**config.mk**
```make
export PLATFORM = sky130hd
export DESIGN_NAME = adcsq_top
export DESIGN_NICKNAME = d
export VERILOG_FILES = /design/src/adcsq_pkg.sv /design/src/adcsq_ram.sv /design/src/adcsq_tick.sv /design/src/adcsq_top.sv
export SDC_FILE = /design/constraint.sdc
export NUM_CORES = 2
export LEC_CHECK = 0
export ABC_CLOCK_PERIOD_IN_PS = 5000
export BUFFER_PORTS_ARGS = -buffer_cell sky130_fd_sc_hd__buf_2
export CAP_MARGIN = 20
export CORE_AREA = 2 2 328 330
export CTS_CLUSTER_DIAMETER = 30
export CTS_CLUSTER_SIZE = 12
export DETAILED_ROUTE_END_ITERATION = 10
export DIE_AREA = 0 0 330 332
export PLACE_DENSITY = 0.74
export SYNTH_ARGS = -nofsm -noshare
export SYNTH_HDL_FRONTEND = slang
export SYNTH_HIERARCHICAL = 1
export SYNTH_SLANG_ARGS = --single-unit
```
**constraint.sdc**
```tcl
create_clock -name SYS_CLK -period 5 [get_ports SYS_CLK]
set_input_delay 0.5 -clock SYS_CLK [delete_from_list [all_inputs] [get_ports SYS_CLK]]
set_output_delay 0.5 -clock SYS_CLK [all_outputs]
set_load 0.02 [all_outputs]
```
**src/adcsq_pkg.sv**
```systemverilog
// constants, field layout and sequencer states for the adc mode and sequencer control block
// assumes a 40 MHz system clock and a 32-bit apb register bus
package adcsq_pkg;
	localparam logic [11:0] OFS_CTRL = 12'h000;
	localparam logic [11:0] OFS_STAT = 12'h004;
	localparam logic [11:0] OFS_CONV = 12'h008;
	localparam logic [11:0] OFS_RESULT = 12'h00C;
	localparam logic [11:0] OFS_SEQ_CTRL = 12'h010;
	localparam logic [11:0] OFS_SEQ_STAT = 12'h014;
	localparam logic [11:0] OFS_SEQ_TIMER = 12'h018;
	localparam logic [11:0] OFS_IRQ_EN = 12'h01C;
	localparam logic [3:0] PAGE_IRAM = 4'h1;
	localparam logic [3:0] PAGE_DRAM = 4'h2;
	localparam int CTL_DIFF = 5;
	localparam int CTL_GAIN = 6;
	localparam int CTL_AUTO = 8;
	localparam int CTL_PIPE = 9;
	localparam logic [9:0] CTRL_RST = 10'h000;
	localparam int INS_GAIN = 0;
	localparam int INS_DIFF = 2;
	localparam int INS_EN = 3;
	localparam int SQS_AVAIL = 0;
	localparam int SQS_OVF = 1;
	localparam int SQS_TERR = 2;
	localparam int SQS_RERR = 3;
	localparam logic [15:0] TIMER_RST = 16'h0000;
	localparam logic [15:0] TIMER_CONT = 16'h0000;
	localparam logic [5:0] IRQ_EN_RST = 6'h00;
	localparam int CLK_PS = 25000;
	localparam int SETTLE_NS = 10000;
	localparam int CONV_NS = 12500;
	localparam int TICK_NS = 100000;
	localparam int SETTLE_CYC = (SETTLE_NS * 1000 + CLK_PS - 1) / CLK_PS;
	localparam int CONV_CYC = (CONV_NS * 1000 + CLK_PS - 1) / CLK_PS;
	localparam int TICK_CYC = (TICK_NS * 1000) / CLK_PS;
	typedef enum logic [2:0] {
		SQ_IDLE, SQ_FETCH, SQ_EVAL, SQ_SETTLE, SQ_CONV, SQ_END, SQ_WAIT
	} adcsq_state_t;
endpackage : adcsq_pkg

```
**src/adcsq_ram.sv**
```systemverilog
// simple dual-port memory with registered read data
// assumes one clock; no reset on the array
`timescale 1ns/1ps
module adcsq_ram #(
	parameter int W = 16,
	parameter int D = 32,
	parameter int AW = 5
) (
	// clock
	input wire logic clk,
	// write port
	input wire logic we,
	input wire logic [AW-1:0] waddr,
	input wire logic [W-1:0] wdata,
	// read port
	input wire logic [AW-1:0] raddr,
	output logic [W-1:0] rdata
);
	logic [W-1:0] mem [D];
	always_ff @(posedge clk) begin
		if (we) begin
			mem[waddr] <= wdata;
		end
		rdata <= mem[raddr];
	end
endmodule : adcsq_ram

```
**src/adcsq_tick.sv**
```systemverilog
// divider giving a one-cycle enable every DIV clocks while enabled
// assumes a synchronous active-high reset
`timescale 1ns/1ps
module adcsq_tick #(
	parameter int DIV = 4000
) (
	// clock and reset
	input wire logic clk,
	input wire logic rst,
	// control and enable pulse
	input wire logic en,
	output logic tick
);
	localparam int CW = $clog2(DIV);
	logic [CW-1:0] cnt_ff;
	wire last = cnt_ff == CW'(DIV - 1);
	always_ff @(posedge clk) begin
		if (rst || !en || last) begin
			cnt_ff <= '0;
		end else begin
			cnt_ff <= cnt_ff + 1'b1;
		end
	end
	assign tick = en && last;
endmodule : adcsq_tick

```
**src/adcsq_top.sv**
```systemverilog
// conventional adc modes and channel sequencer behind an apb slave
// assumes the converter samples ADC_DATA valid when the conversion time ends
`timescale 1ns/1ps
module adcsq_top (
	// clock and reset
	input wire logic SYS_CLK,
	input wire logic SYS_RST,
	// apb slave
	input wire logic PSEL,
	input wire logic PENABLE,
	input wire logic PWRITE,
	input wire logic [11:0] PADDR,
	input wire logic [31:0] PWDATA,
	output logic [31:0] PRDATA,
	output logic PREADY,
	output logic PSLVERR,
	// analog front end
	output logic [4:0] MUX_CH,
	output logic MUX_DIFF,
	output logic [1:0] PGA_GAIN,
	output logic ADC_START,
	input wire logic [15:0] ADC_DATA,
	// interrupt request
	output logic IRQ_REQ
);
	localparam int SET_CYC = adcsq_pkg::SETTLE_CYC;
	localparam int CNV_CYC = adcsq_pkg::CONV_CYC;

	function automatic logic w1c(input logic flag, input logic clr, input logic set);
		w1c = set || (flag && !clr);
	endfunction : w1c

	// apb decode; every access answers with no wait state
	wire acc = PSEL && PENABLE;
	wire wr = acc && PWRITE;
	wire [4:0] pidx = PADDR[6:2];
	wire iram_sel = PADDR[11:8] == adcsq_pkg::PAGE_IRAM && PADDR[7] == 1'b0;
	wire dram_sel = PADDR[11:8] == adcsq_pkg::PAGE_DRAM && PADDR[7] == 1'b0;
	wire a_ctrl = PADDR == adcsq_pkg::OFS_CTRL;
	wire a_stat = PADDR == adcsq_pkg::OFS_STAT;
	wire a_conv = PADDR == adcsq_pkg::OFS_CONV;
	wire a_res = PADDR == adcsq_pkg::OFS_RESULT;
	wire a_sctl = PADDR == adcsq_pkg::OFS_SEQ_CTRL;
	wire a_sst = PADDR == adcsq_pkg::OFS_SEQ_STAT;
	wire a_tmr = PADDR == adcsq_pkg::OFS_SEQ_TIMER;
	wire a_ien = PADDR == adcsq_pkg::OFS_IRQ_EN;
	wire mapped = a_ctrl || a_stat || a_conv || a_res || a_sctl || a_sst || a_tmr || a_ien
		|| iram_sel || dram_sel;
	wire apb_iram_rd = PSEL && !PWRITE && iram_sel;
	wire wr_ctrl = wr && a_ctrl;
	wire wr_conv = wr && a_conv;
	wire wr_sst = wr && a_sst;
	assign PREADY = 1'b1;
	assign PSLVERR = acc && !mapped;

	// registers
	logic [9:0] ctrl_ff;
	logic [15:0] timer_ff;
	logic [5:0] irq_en_ff;
	logic [15:0] result_ff;
	logic [15:0] prev_ff;
	logic [3:0] sst_ff;
	logic seq_run_ff;
	logic [8:0] settle_cnt_ff;
	logic [8:0] conv_cnt_ff;
	logic conv_seq_ff;
	logic auto_pend_ff;
	logic adc_start_ff;
	logic irq_ff;
	logic [4:0] mux_ch_ff;
	logic mux_diff_ff;
	logic [1:0] gain_ff;
	adcsq_pkg::adcsq_state_t state_ff;
	adcsq_pkg::adcsq_state_t nxt_state;
	logic [4:0] idx_ff;
	logic any_en_ff;
	logic bank_ff;
	logic [15:0] tcnt_ff;

	wire auto_mode = ctrl_ff[adcsq_pkg::CTL_AUTO];
	wire pipe_mode = ctrl_ff[adcsq_pkg::CTL_PIPE];
	wire cont_mode = timer_ff == adcsq_pkg::TIMER_CONT;
	wire seq_act = state_ff != adcsq_pkg::SQ_IDLE;
	wire settle_busy = settle_cnt_ff != 9'h000;
	wire conv_busy = conv_cnt_ff != 9'h000;
	wire settle_done = settle_cnt_ff == 9'h001;
	wire conv_end = conv_cnt_ff == 9'h001;

	// instruction and data memories
	wire [3:0] iram_q;
	wire [15:0] dram_q;
	wire ins_en = iram_q[adcsq_pkg::INS_EN];
	wire [4:0] iram_raddr = apb_iram_rd ? pidx : idx_ff;
	wire dram_we = conv_end && conv_seq_ff;
	adcsq_ram #(.W(4), .D(32), .AW(5)) u_iram (
		.clk(SYS_CLK),
		.we(wr && iram_sel),
		.waddr(pidx),
		.wdata(PWDATA[3:0]),
		.raddr(iram_raddr),
		.rdata(iram_q)
	);
	// sequence results go to the hidden bank and become visible at the end of a pass without overflow
	adcsq_ram #(.W(16), .D(64), .AW(6)) u_dram (
		.clk(SYS_CLK),
		.we(dram_we),
		.waddr({~bank_ff, idx_ff}),
		.wdata(ADC_DATA),
		.raddr({bank_ff, pidx}),
		.rdata(dram_q)
	);

	// 100us timebase for the sequencer timer
	wire tick;
	adcsq_tick #(.DIV(adcsq_pkg::TICK_CYC)) u_tick (
		.clk(SYS_CLK),
		.rst(SYS_RST),
		.en(seq_act && !cont_mode),
		.tick(tick)
	);

	// conversion triggers
	wire norm_start = wr_conv && !auto_mode && !seq_act && !conv_busy;
	wire auto_req = (settle_done || auto_pend_ff) && auto_mode && !seq_act;
	wire auto_start = auto_req && !conv_busy;
	wire seq_cstart = state_ff == adcsq_pkg::SQ_SETTLE && !settle_busy && !conv_busy;
	wire conv_start = norm_start || auto_start || seq_cstart;
	wire seq_eval_en = state_ff == adcsq_pkg::SQ_EVAL && ins_en;
	wire ctrl_apply = wr_ctrl && !seq_act;
	wire settle_start = ctrl_apply || seq_eval_en;

	// sequencer timer and end-of-pass decisions
	wire t_hit = tick && (tcnt_ff + 16'h0001 == timer_ff);
	wire t_err = t_hit && state_ff != adcsq_pkg::SQ_WAIT;
	wire at_end = state_ff == adcsq_pkg::SQ_END;
	wire r_err = at_end && !any_en_ff;
	wire o_err = at_end && any_en_ff && !cont_mode && sst_ff[adcsq_pkg::SQS_AVAIL];
	wire done_ok = at_end && any_en_ff && !o_err;
	wire seq_go = wr && a_sctl && PWDATA[0] && !seq_act;
	wire last_ch = idx_ff == 5'h1F;
	wire step = (state_ff == adcsq_pkg::SQ_EVAL && !ins_en)
		|| (state_ff == adcsq_pkg::SQ_CONV && conv_end);

	always_comb begin
		nxt_state = state_ff;
		case (state_ff)
			adcsq_pkg::SQ_IDLE: begin
				if (seq_go) begin
					nxt_state = adcsq_pkg::SQ_FETCH;
				end
			end
			adcsq_pkg::SQ_FETCH: begin
				if (!apb_iram_rd) begin
					nxt_state = adcsq_pkg::SQ_EVAL;
				end
			end
			adcsq_pkg::SQ_EVAL: begin
				if (ins_en) begin
					nxt_state = adcsq_pkg::SQ_SETTLE;
				end else begin
					nxt_state = last_ch ? adcsq_pkg::SQ_END : adcsq_pkg::SQ_FETCH;
				end
			end
			adcsq_pkg::SQ_SETTLE: begin
				if (seq_cstart) begin
					nxt_state = adcsq_pkg::SQ_CONV;
				end
			end
			adcsq_pkg::SQ_CONV: begin
				if (conv_end) begin
					nxt_state = last_ch ? adcsq_pkg::SQ_END : adcsq_pkg::SQ_FETCH;
				end
			end
			adcsq_pkg::SQ_END: begin
				if (r_err || o_err || !seq_run_ff) begin
					nxt_state = adcsq_pkg::SQ_IDLE;
				end else if (cont_mode) begin
					nxt_state = adcsq_pkg::SQ_FETCH;
				end else begin
					nxt_state = adcsq_pkg::SQ_WAIT;
				end
			end
			adcsq_pkg::SQ_WAIT: begin
				if (!seq_run_ff) begin
					nxt_state = adcsq_pkg::SQ_IDLE;
				end else if (t_hit) begin
					nxt_state = adcsq_pkg::SQ_FETCH;
				end
			end
			default: begin
				nxt_state = adcsq_pkg::SQ_IDLE;
			end
		endcase
	end

	// sequencer state, channel index and timer
	always_ff @(posedge SYS_CLK) begin
		if (SYS_RST) begin
			state_ff <= adcsq_pkg::SQ_IDLE;
			idx_ff <= 5'h00;
			any_en_ff <= 1'b0;
			bank_ff <= 1'b0;
			tcnt_ff <= 16'h0000;
		end else begin
			state_ff <= nxt_state;
			if (seq_go || (at_end && nxt_state == adcsq_pkg::SQ_FETCH)) begin
				idx_ff <= 5'h00;
				any_en_ff <= 1'b0;
			end else if (step && !last_ch) begin
				idx_ff <= idx_ff + 5'h01;
			end else if (state_ff == adcsq_pkg::SQ_WAIT && t_hit) begin
				idx_ff <= 5'h00;
				any_en_ff <= 1'b0;
			end
			if (seq_eval_en) begin
				any_en_ff <= 1'b1;
			end
			if (done_ok) begin
				bank_ff <= ~bank_ff;
			end
			if (seq_go || t_hit) begin
				tcnt_ff <= 16'h0000;
			end else if (tick) begin
				tcnt_ff <= tcnt_ff + 16'h0001;
			end
		end
	end

	// run bit, status flags; a set in the clearing cycle wins
	always_ff @(posedge SYS_CLK) begin
		if (SYS_RST) begin
			seq_run_ff <= 1'b0;
			sst_ff <= 4'h0;
		end else begin
			if (seq_go) begin
				seq_run_ff <= 1'b1;
			end else if ((wr && a_sctl && !PWDATA[0]) || t_err || r_err || o_err) begin
				seq_run_ff <= 1'b0;
			end
			sst_ff[adcsq_pkg::SQS_AVAIL] <= w1c(sst_ff[adcsq_pkg::SQS_AVAIL],
				wr_sst && PWDATA[adcsq_pkg::SQS_AVAIL], done_ok);
			sst_ff[adcsq_pkg::SQS_OVF] <= w1c(sst_ff[adcsq_pkg::SQS_OVF],
				wr_sst && PWDATA[adcsq_pkg::SQS_OVF], o_err);
			sst_ff[adcsq_pkg::SQS_TERR] <= w1c(sst_ff[adcsq_pkg::SQS_TERR],
				wr_sst && PWDATA[adcsq_pkg::SQS_TERR], t_err);
			sst_ff[adcsq_pkg::SQS_RERR] <= w1c(sst_ff[adcsq_pkg::SQS_RERR],
				wr_sst && PWDATA[adcsq_pkg::SQS_RERR], r_err);
		end
	end

	// software registers and analog path selection
	always_ff @(posedge SYS_CLK) begin
		if (SYS_RST) begin
			ctrl_ff <= adcsq_pkg::CTRL_RST;
			timer_ff <= adcsq_pkg::TIMER_RST;
			irq_en_ff <= adcsq_pkg::IRQ_EN_RST;
			mux_ch_ff <= 5'h00;
			mux_diff_ff <= 1'b0;
			gain_ff <= 2'h0;
		end else begin
			if (wr_ctrl) begin
				ctrl_ff <= PWDATA[9:0];
			end
			if (wr && a_tmr) begin
				timer_ff <= PWDATA[15:0];
			end
			if (wr && a_ien) begin
				irq_en_ff <= PWDATA[5:0];
			end
			if (ctrl_apply) begin
				mux_ch_ff <= PWDATA[4:0];
				mux_diff_ff <= PWDATA[adcsq_pkg::CTL_DIFF];
				gain_ff <= PWDATA[adcsq_pkg::CTL_GAIN+:2];
			end else if (seq_eval_en) begin
				mux_ch_ff <= idx_ff;
				mux_diff_ff <= iram_q[adcsq_pkg::INS_DIFF];
				gain_ff <= iram_q[adcsq_pkg::INS_GAIN+:2];
			end
		end
	end

	// settling and conversion timers, result path
	always_ff @(posedge SYS_CLK) begin
		if (SYS_RST) begin
			settle_cnt_ff <= 9'h000;
			conv_cnt_ff <= 9'h000;
			conv_seq_ff <= 1'b0;
			auto_pend_ff <= 1'b0;
			adc_start_ff <= 1'b0;
			result_ff <= 16'h0000;
			prev_ff <= 16'h0000;
		end else begin
			if (settle_start) begin
				settle_cnt_ff <= 9'(SET_CYC);
			end else if (settle_busy) begin
				settle_cnt_ff <= settle_cnt_ff - 9'h001;
			end
			if (conv_start) begin
				conv_cnt_ff <= 9'(CNV_CYC);
				conv_seq_ff <= seq_cstart;
			end else if (conv_busy) begin
				conv_cnt_ff <= conv_cnt_ff - 9'h001;
			end
			auto_pend_ff <= auto_req && conv_busy && !ctrl_apply;
			adc_start_ff <= conv_start;
			if (conv_end && !conv_seq_ff) begin
				prev_ff <= ADC_DATA;
				result_ff <= pipe_mode ? prev_ff : ADC_DATA;
			end
		end
	end

	// one-cycle interrupt request from enabled events
	wire [5:0] ev = {r_err, t_err, o_err, done_ok, conv_end && !conv_seq_ff,
		settle_done && !auto_mode && !seq_act};
	always_ff @(posedge SYS_CLK) begin
		if (SYS_RST) begin
			irq_ff <= 1'b0;
		end else begin
			irq_ff <= |(ev & irq_en_ff);
		end
	end

	// read mux; overflow reads zero in continuous mode
	wire [3:0] sst_rd = {sst_ff[3:2], sst_ff[adcsq_pkg::SQS_OVF] && !cont_mode, sst_ff[0]};
	always_comb begin
		PRDATA = 32'h0000_0000;
		if (acc && !PWRITE) begin
			if (a_ctrl) PRDATA = {22'h000000, ctrl_ff};
			else if (a_stat) PRDATA = {30'h00000000, conv_busy, settle_busy};
			else if (a_res) PRDATA = {16'h0000, result_ff};
			else if (a_sctl) PRDATA = {30'h00000000, seq_act, seq_run_ff};
			else if (a_sst) PRDATA = {28'h0000000, sst_rd};
			else if (a_tmr) PRDATA = {16'h0000, timer_ff};
			else if (a_ien) PRDATA = {26'h0000000, irq_en_ff};
			else if (iram_sel) PRDATA = {28'h0000000, iram_q};
			else if (dram_sel) PRDATA = {16'h0000, dram_q};
		end
	end

	assign MUX_CH = mux_ch_ff;
	assign MUX_DIFF = mux_diff_ff;
	assign PGA_GAIN = gain_ff;
	assign ADC_START = adc_start_ff;
	assign IRQ_REQ = irq_ff;

	a_settle_flag: assert property (@(posedge SYS_CLK) disable iff (SYS_RST)
		settle_start |=> settle_busy [*8])
		else $error("settling busy not raised after control write");
	a_conv_flag: assert property (@(posedge SYS_CLK) disable iff (SYS_RST)
		ADC_START |-> conv_busy ##1 conv_busy)
		else $error("conversion busy not held after start");
	a_norm_start: assert property (@(posedge SYS_CLK) disable iff (SYS_RST)
		(wr_conv && !auto_mode && !seq_act && !conv_busy) |=> ADC_START)
		else $error("convert write did not start a conversion");
	a_auto_start: assert property (@(posedge SYS_CLK) disable iff (SYS_RST)
		(settle_done && auto_mode && !seq_act && !conv_busy && !ctrl_apply) |=> ADC_START)
		else $error("automatic mode did not start after settling");
	a_pipe_result: assert property (@(posedge SYS_CLK) disable iff (SYS_RST)
		(conv_end && !conv_seq_ff && pipe_mode) |=> result_ff == $past(prev_ff))
		else $error("pipeline did not deliver previous result");
	a_nopipe_result: assert property (@(posedge SYS_CLK) disable iff (SYS_RST)
		(conv_end && !conv_seq_ff && !pipe_mode) |=> result_ff == $past(ADC_DATA))
		else $error("result register missed current conversion");
	a_avail_set: assert property (@(posedge SYS_CLK) disable iff (SYS_RST)
		done_ok |=> sst_ff[0] && bank_ff != $past(bank_ff))
		else $error("data available not set at sequence end");
	a_ram_err: assert property (@(posedge SYS_CLK) disable iff (SYS_RST)
		r_err |=> sst_ff[3] && !seq_run_ff && state_ff == adcsq_pkg::SQ_IDLE)
		else $error("empty sequence did not flag and halt");
	a_ovf_cont: assert property (@(posedge SYS_CLK) disable iff (SYS_RST)
		(acc && !PWRITE && a_sst && cont_mode) |-> !PRDATA[adcsq_pkg::SQS_OVF])
		else $error("overflow visible in continuous mode");
	a_conv_len: assert property (@(posedge SYS_CLK) disable iff (SYS_RST)
		ADC_START |-> ##[1:600] !conv_busy)
		else $error("conversion did not finish in time");
endmodule : adcsq_top

```
* Word level (Yosys, flattened, before mapping) *
Memories as Yosys holds them, arrays and structs flattened. A register that Yosys moved wholly into a read port is not among the register bits.
Cells that the tools add are included.

word-level totals
  register bits after elaboration = 137
  RAM bits = 1,152
  input port bits = 65
  logic and storage cells = 224
  memories = 2

memory list
  memory      depth  width  read ports  clocked after Yosys merged registers in  write ports  RTL line         source
  u_dram.mem  64     16     1           1                                        1            adcsq_ram.sv:19  logic [W-1:0] mem [D];
  u_iram.mem  32     4      1           1                                        1            adcsq_ram.sv:19

cells by class
  add/subtract/negate cells = 5
  eq/ne operators = 23
  muxes and demuxes = 45
  bitwise logic cells = 3
  reductions and logical operators = 122

operator list
  cell                                                   number
  two-way mux 16 bit                                     11
  logical AND 1 bit                                      57
  equality test 12 x 5 -> 1 bit (second input constant)  4
  two-way mux 9 bit                                      4
  two-way mux 3 bit                                      10
  logical OR 1 bit                                       27
  two-way mux 5 bit                                      5
  equality test 12 x 4 -> 1 bit (second input constant)  2
  case mux 3 bit (7 select lines)                        1
  zero test 1 bit                                        20
  equality test 9 x 1 -> 1 bit (second input constant)   2
  nonzero test 9 bit                                     2
  subtractor 9 x 1 -> 9 bit (second input constant)      2
  adder 16 x 1 -> 16 bit (second input constant)         1
  equality test 16 bit                                   1
  zero test 16 bit                                       1
  adder 12 x 1 -> 12 bit (second input constant)         1
  equality test 12 bit (second input constant)           1
  equality test 12 x 3 -> 1 bit (second input constant)  1
  zero test 12 bit                                       1
  two-way mux 1 bit                                      12
  nonzero test 2 bit                                     5
  equality test 3 bit (second input constant)            3
  OR reduction 2 bit                                     4
  other kinds (14)                                       20

* Logic depth before layout (Yosys ltp) *
  depth after elaboration = 13
  mapped depth = 11

* Hierarchy *
The synthesis kept the hierarchy.

modules (own cells, without submodules)
  module              instances  cells an instance  area each (um^2)  sequential area each (um^2)
  adcsq_ram (u_dram)  1          1,829              40,042.2          31,069.8
  adcsq_top           1          821                6,875.3           2,502.4
  adcsq_ram (u_iram)  1          231                5,138.7           3,923.8
  adcsq_tick          1          61                 556.8             240.2

* Worst setup path before layout *
OpenSTA, ideal clock, no wires.

  path kind = register to register
  start = register conv_cnt_ff[1]
  end = memory u_dram.mem[48][0] (enable)
  setup time = 0.409 ns
  arrival time = 3.086 ns
  required time = 4.591 ns
  path slack = 1.505 ns
  cell stages (with the launch flop) = 8
  path buffers = 0
  clock period less this slack = 3.495 ns
  cell sequence = dfxtp_1 inv_1 ha_1 or3b_2 nor4b_1 nor2b_1 nand4b_1 nor3_1

on the way
  word-level cells in the longest chain between the ends = 4

ends and longest elaborated chain
  what                                     RTL line          source
  start: declaration                       adcsq_top.sv:65   logic [8:0] conv_cnt_ff;
  start signal: assignment                 adcsq_top.sv:299  conv_cnt_ff <= 9'(CNV_CYC);
  start signal: assignment                 adcsq_top.sv:302  conv_cnt_ff <= conv_cnt_ff - 9'h001;
  equality test 9 x 1 -> 1 bit             adcsq_top.sv:87   wire conv_end = conv_cnt_ff == 9'h001;
  logical AND 1 bit                        adcsq_top.sv:94   wire dram_we = conv_end && conv_seq_ff;
  via dram_we                              adcsq_top.sv:94
  two-way mux 1 bit                        adcsq_ram.sv:21   if (we) begin
  two-way mux 1 bit (not written as such)  adcsq_ram.sv:22   mem[waddr] <= wdata;
  end: declaration                         adcsq_ram.sv:19

The timed path passes the listed nets, and every way through them passes these cells.

* Worst setup path in the final report *
  start = register conv_cnt_ff[4]
  end = memory u_dram.mem[6][10] (enable)

Same word-level chain as after synthesis.

==> run_results.csv <==
group,metric,value,unit
cts,cts_buffers,224,
floorplan,initial_core_util,0.495,
setup_path,cp-start-kind,"register",
global_routing,grt_max_degree,78,
power_and_ir_drop,cellLeakagePower,0.0206,uW
floorplan,die_h,332,um
cts,postCtsSetupRepairBufs,0,
synthesis,yosys_register_bits,1309,
global_routing,grt_pass1_vias,29300,
run_status,failed_checks,"design-rule violations",
global_routing,grt_use_met2,0.372,
global_routing,grt_use_total,0.235,
floorplan,die_w,330,um
synthesis,synth-async-reset-ratio,0,
synthesis,yosys_most_used_dff,"edfxtp_1",
global_routing,busiest_layer,"met2",
power_and_ir_drop,p_switching,6480,uW
setup_path,cp_max_fo,16,
power_and_ir_drop,ir_drop,354,uV
detailed_routing,ant_nets,0,
setup_path,critical_path.most_common_cell,"buf_4",
setup_path,critPathKind,"register to register",
cts,worstSkewPairLatency,780,ps
cts,cts.repair.resized,0,
synthesis,synth_simple_gate_area_frac,0.0600,
timing,fin_setup_tns,0,ps
synthesis,synthAdderAreaFrac,0.00190,
setup_path,slowest_stage,"nand3_1",
setup_path,cp.required,5430,ps
synthesis,yosysSeqAreaShare,0.717,
synthesis,synth_xor_area_frac,0.00766,
detailed_routing,wl_per_cell,26.7,um
power_and_ir_drop,p_sw_frac,0.222,
final_layout,final_cell_mix,"1,152 x edfxtp_1, 260 x mux4_2, 230 x clkbuf_16, 201 x nor2_1, 157 x dfxtp_1",
timing,tightest_slew,1090,ps
synthesis,syn-cell-area,52600,sq um
synthesis,synth_edf_count,1152,
cts,root_buffer,"clkbuf_16",
global_routing,grt_pass1_wl,191000,um
run,maxCapViolCount,0,
synthesis,synth_compound_area_frac,0.0424,
setup_path,path_buf_inv,2,
setup_path,worstSetupPathDepth,7,
placed_design,place.gp.congestion,0.893,
run_status,status,"finished with violations",
power_and_ir_drop,p_clk_frac,0.533,
cts,clockBufferDepth,3,
floorplan,dieArea,110000,sq um
synthesis,synth_mux_area_frac,0.147,
synthesis,syn_avg_cell_area,17.9,sq um
timing,finClkSkew,40.6,ps
global_routing,use_met1,0.324,
synthesis,synthDistinctLibCells,86,
final_layout,final_util,0.590,
floorplan,fp-row-count,120,
timing,rsz0062_at_grt,"false",
detailed_routing,drt-pass1-iter-count,11,
floorplan,core-area,106000,sq um
detailed_routing,drc,15,
detailed_routing,drt_iter0_drc,3519,
detailed_routing,viasPerCell,6.13,
timing,fin_ws,1190,ps
power_and_ir_drop,combPwrFrac,0.050,
floorplan,io_pins,109,
placed_design,port_buffers,75,
power_and_ir_drop,p_int,22700,uW
final_layout,syn2layout_area_growth,19.2,%
final_layout,antenna_cells,0,
global_routing,grt_use_met3,0.0534,
timing,min_period,3810,ps
detailed_routing,vias,29500,
cts,cts_max_level,4,
timing,relSlewSlack,0.267,
setup_path,rr_worst_depth,7,
cts,cts_tree,"yes",
setup_path,worst_path_largest_cell_delay,800,ps
power_and_ir_drop,pwr_density_cell,465,nW/um^2
setup_path,cp_cell_sequence,"or4_1 > nor4b_1 > buf_4 > nor2b_1 > nand3_1 > nor2_1 > buf_4",
cts,postCtsHoldBufs,8,
min_path,hold_depth,3,
cts,clkSlewWorstSetupHoldPaths,50,ps
global_routing,gr-total-overflow,0,
timing,fmax,0.263,GHz
placed_design,place_ws,1150,ps
setup_path,crit_family,"simple AND/OR/NAND/NOR gates",
synthesis,yosysWarnings,6,
min_path,hold_class,"input port to register",
synthesis,synth_top_family_by_area,"multiplexers",
setup_path,cp.arrival,4240,ps
synthesis,postSynthCellCount,2942,
final_layout,final_common_cell,"edfxtp_1",
detailed_routing,routed_wl,128000,um
timing,fin_crit_sh,0.762,
cts,cts_sinks,1309,
final_layout,fin_nets,3289,
final_layout,drive_gt1_frac,0.273,
timing,drv_slew,0,
placed_design,place_hpwl,72800,um
setup_path,critPathCaptureType,"register",
power_and_ir_drop,power_frac_seq,0.416,
timing,setup_viol,0,
timing,hold_violations,0,
global_routing,antenna_found_initial,4,
==> per-stage QoR <==
stage	cell area [sq um]	instances	power (uW)	hold WS, ps
5_1_grt	62700	4816	30000	11.9
2_1_floorplan	52700	2957	13300	432
3_3_place_gp	54700	4382	13700	439
3_5_place_dp	54800	4384	13800	444
4_1_cts	62700	4815	29300	2.51
6_report	62700	4816	29200	45.0
==> worst reg2reg max path, cell delays in order (launching register included) <==
cell and delay, ps:
dfxtp_1 350, or4_1 660, nor4b_1 420, buf_4 220
nor2b_1 250, nand3_1 800, nor2_1 420, buf_4 340
==> area by class of cell <==
cell class	instances	area, sq um
Fill cell	7417	43600
Multi-Input combinational cell	1448	13700
Clock buffer	255	5900
Clock inverter	168	1960
Timing Repair Buffer	217	1570
Tap cell	1403	1760
Sequential cell	1309	37700
Inverter	16	60.1
==> synth_stat cells, drive strengths merged (37+ instances only) <==
master  count  area, sq um
edfxtp   1152        34600
clkbuf     64          246
a211oi     40          305
a22oi      42          315
a21oi      77          385
nor2b      37          231
nand2     152          578
nand3      53          265
buf       120          921
mux2i     138         1380
nor2      203          767
mux4      264         5960
dfxtp     157         3140
==> path summary, 6_finish.rpt <==
| check | end | slack, ps | start |
|---|---|---|---|
| max | u_dram/mem[6][10]$_DFFE_PP_ | 1190 | conv_cnt_ff[4]$_SDFFE_PP0P_ |
| max reg2reg | u_dram/mem[6][10]$_DFFE_PP_ | 1190 | conv_cnt_ff[4]$_SDFFE_PP0P_ |
| min | timer_ff[12]$_SDFFE_PP0P_ | 50 | PWDATA[12] |
| min reg2reg | ctrl_ff[6]$_SDFFE_PP0P_ | 450 | ctrl_ff[6]$_SDFFE_PP0P_ |
==> cells by family after synthesis <==
family	after synthesis
AO/OA/AOI/OAI	311
XOR/XNOR	46
adder cells (fa/ha/maj)	8
buffers and inverters	200
flip-flops	1309
multiplexers	438
other	2
AND/OR/NAND/NOR	628
==> power by group through the flow <==
stage	clock (uW)	sequential (uW)	combinational, uW
after floorplan	0	12300	951
after global placement	0	12300	1400
after detailed placement	0	12300	1430
after CTS	15700	12100	1460
after global routing	16300	12100	1590
final	15600	12100	1470
==> layer usage <==
metal | part of all wire | vias up | routed length [um]
met1 | 0.39 | 15100 | 50500
li1 | - | 12500 | -
met3 | 0.095 | 239 | 12200
met2 | 0.48 | 1643 | 62200
met5 | 0.00018 | - | 23
met4 | 0.028 | 4 | 3650
==> registers in the layout (all words and copies together) (netlist names), 5 cells and up <==
register / cells
u_dram/mem: 1024
u_iram/mem: 128
prev_ff: 16
result_ff: 16
tcnt_ff: 16
timer_ff: 16
u_dram/rdata: 16
u_tick/cnt_ff: 12
ctrl_ff: 10
conv_cnt_ff: 9
settle_cnt_ff: 9
irq_en_ff: 6
MUX_CH: 5
idx_ff: 5
Note: power is estimated with default switching activity, not from simulation.
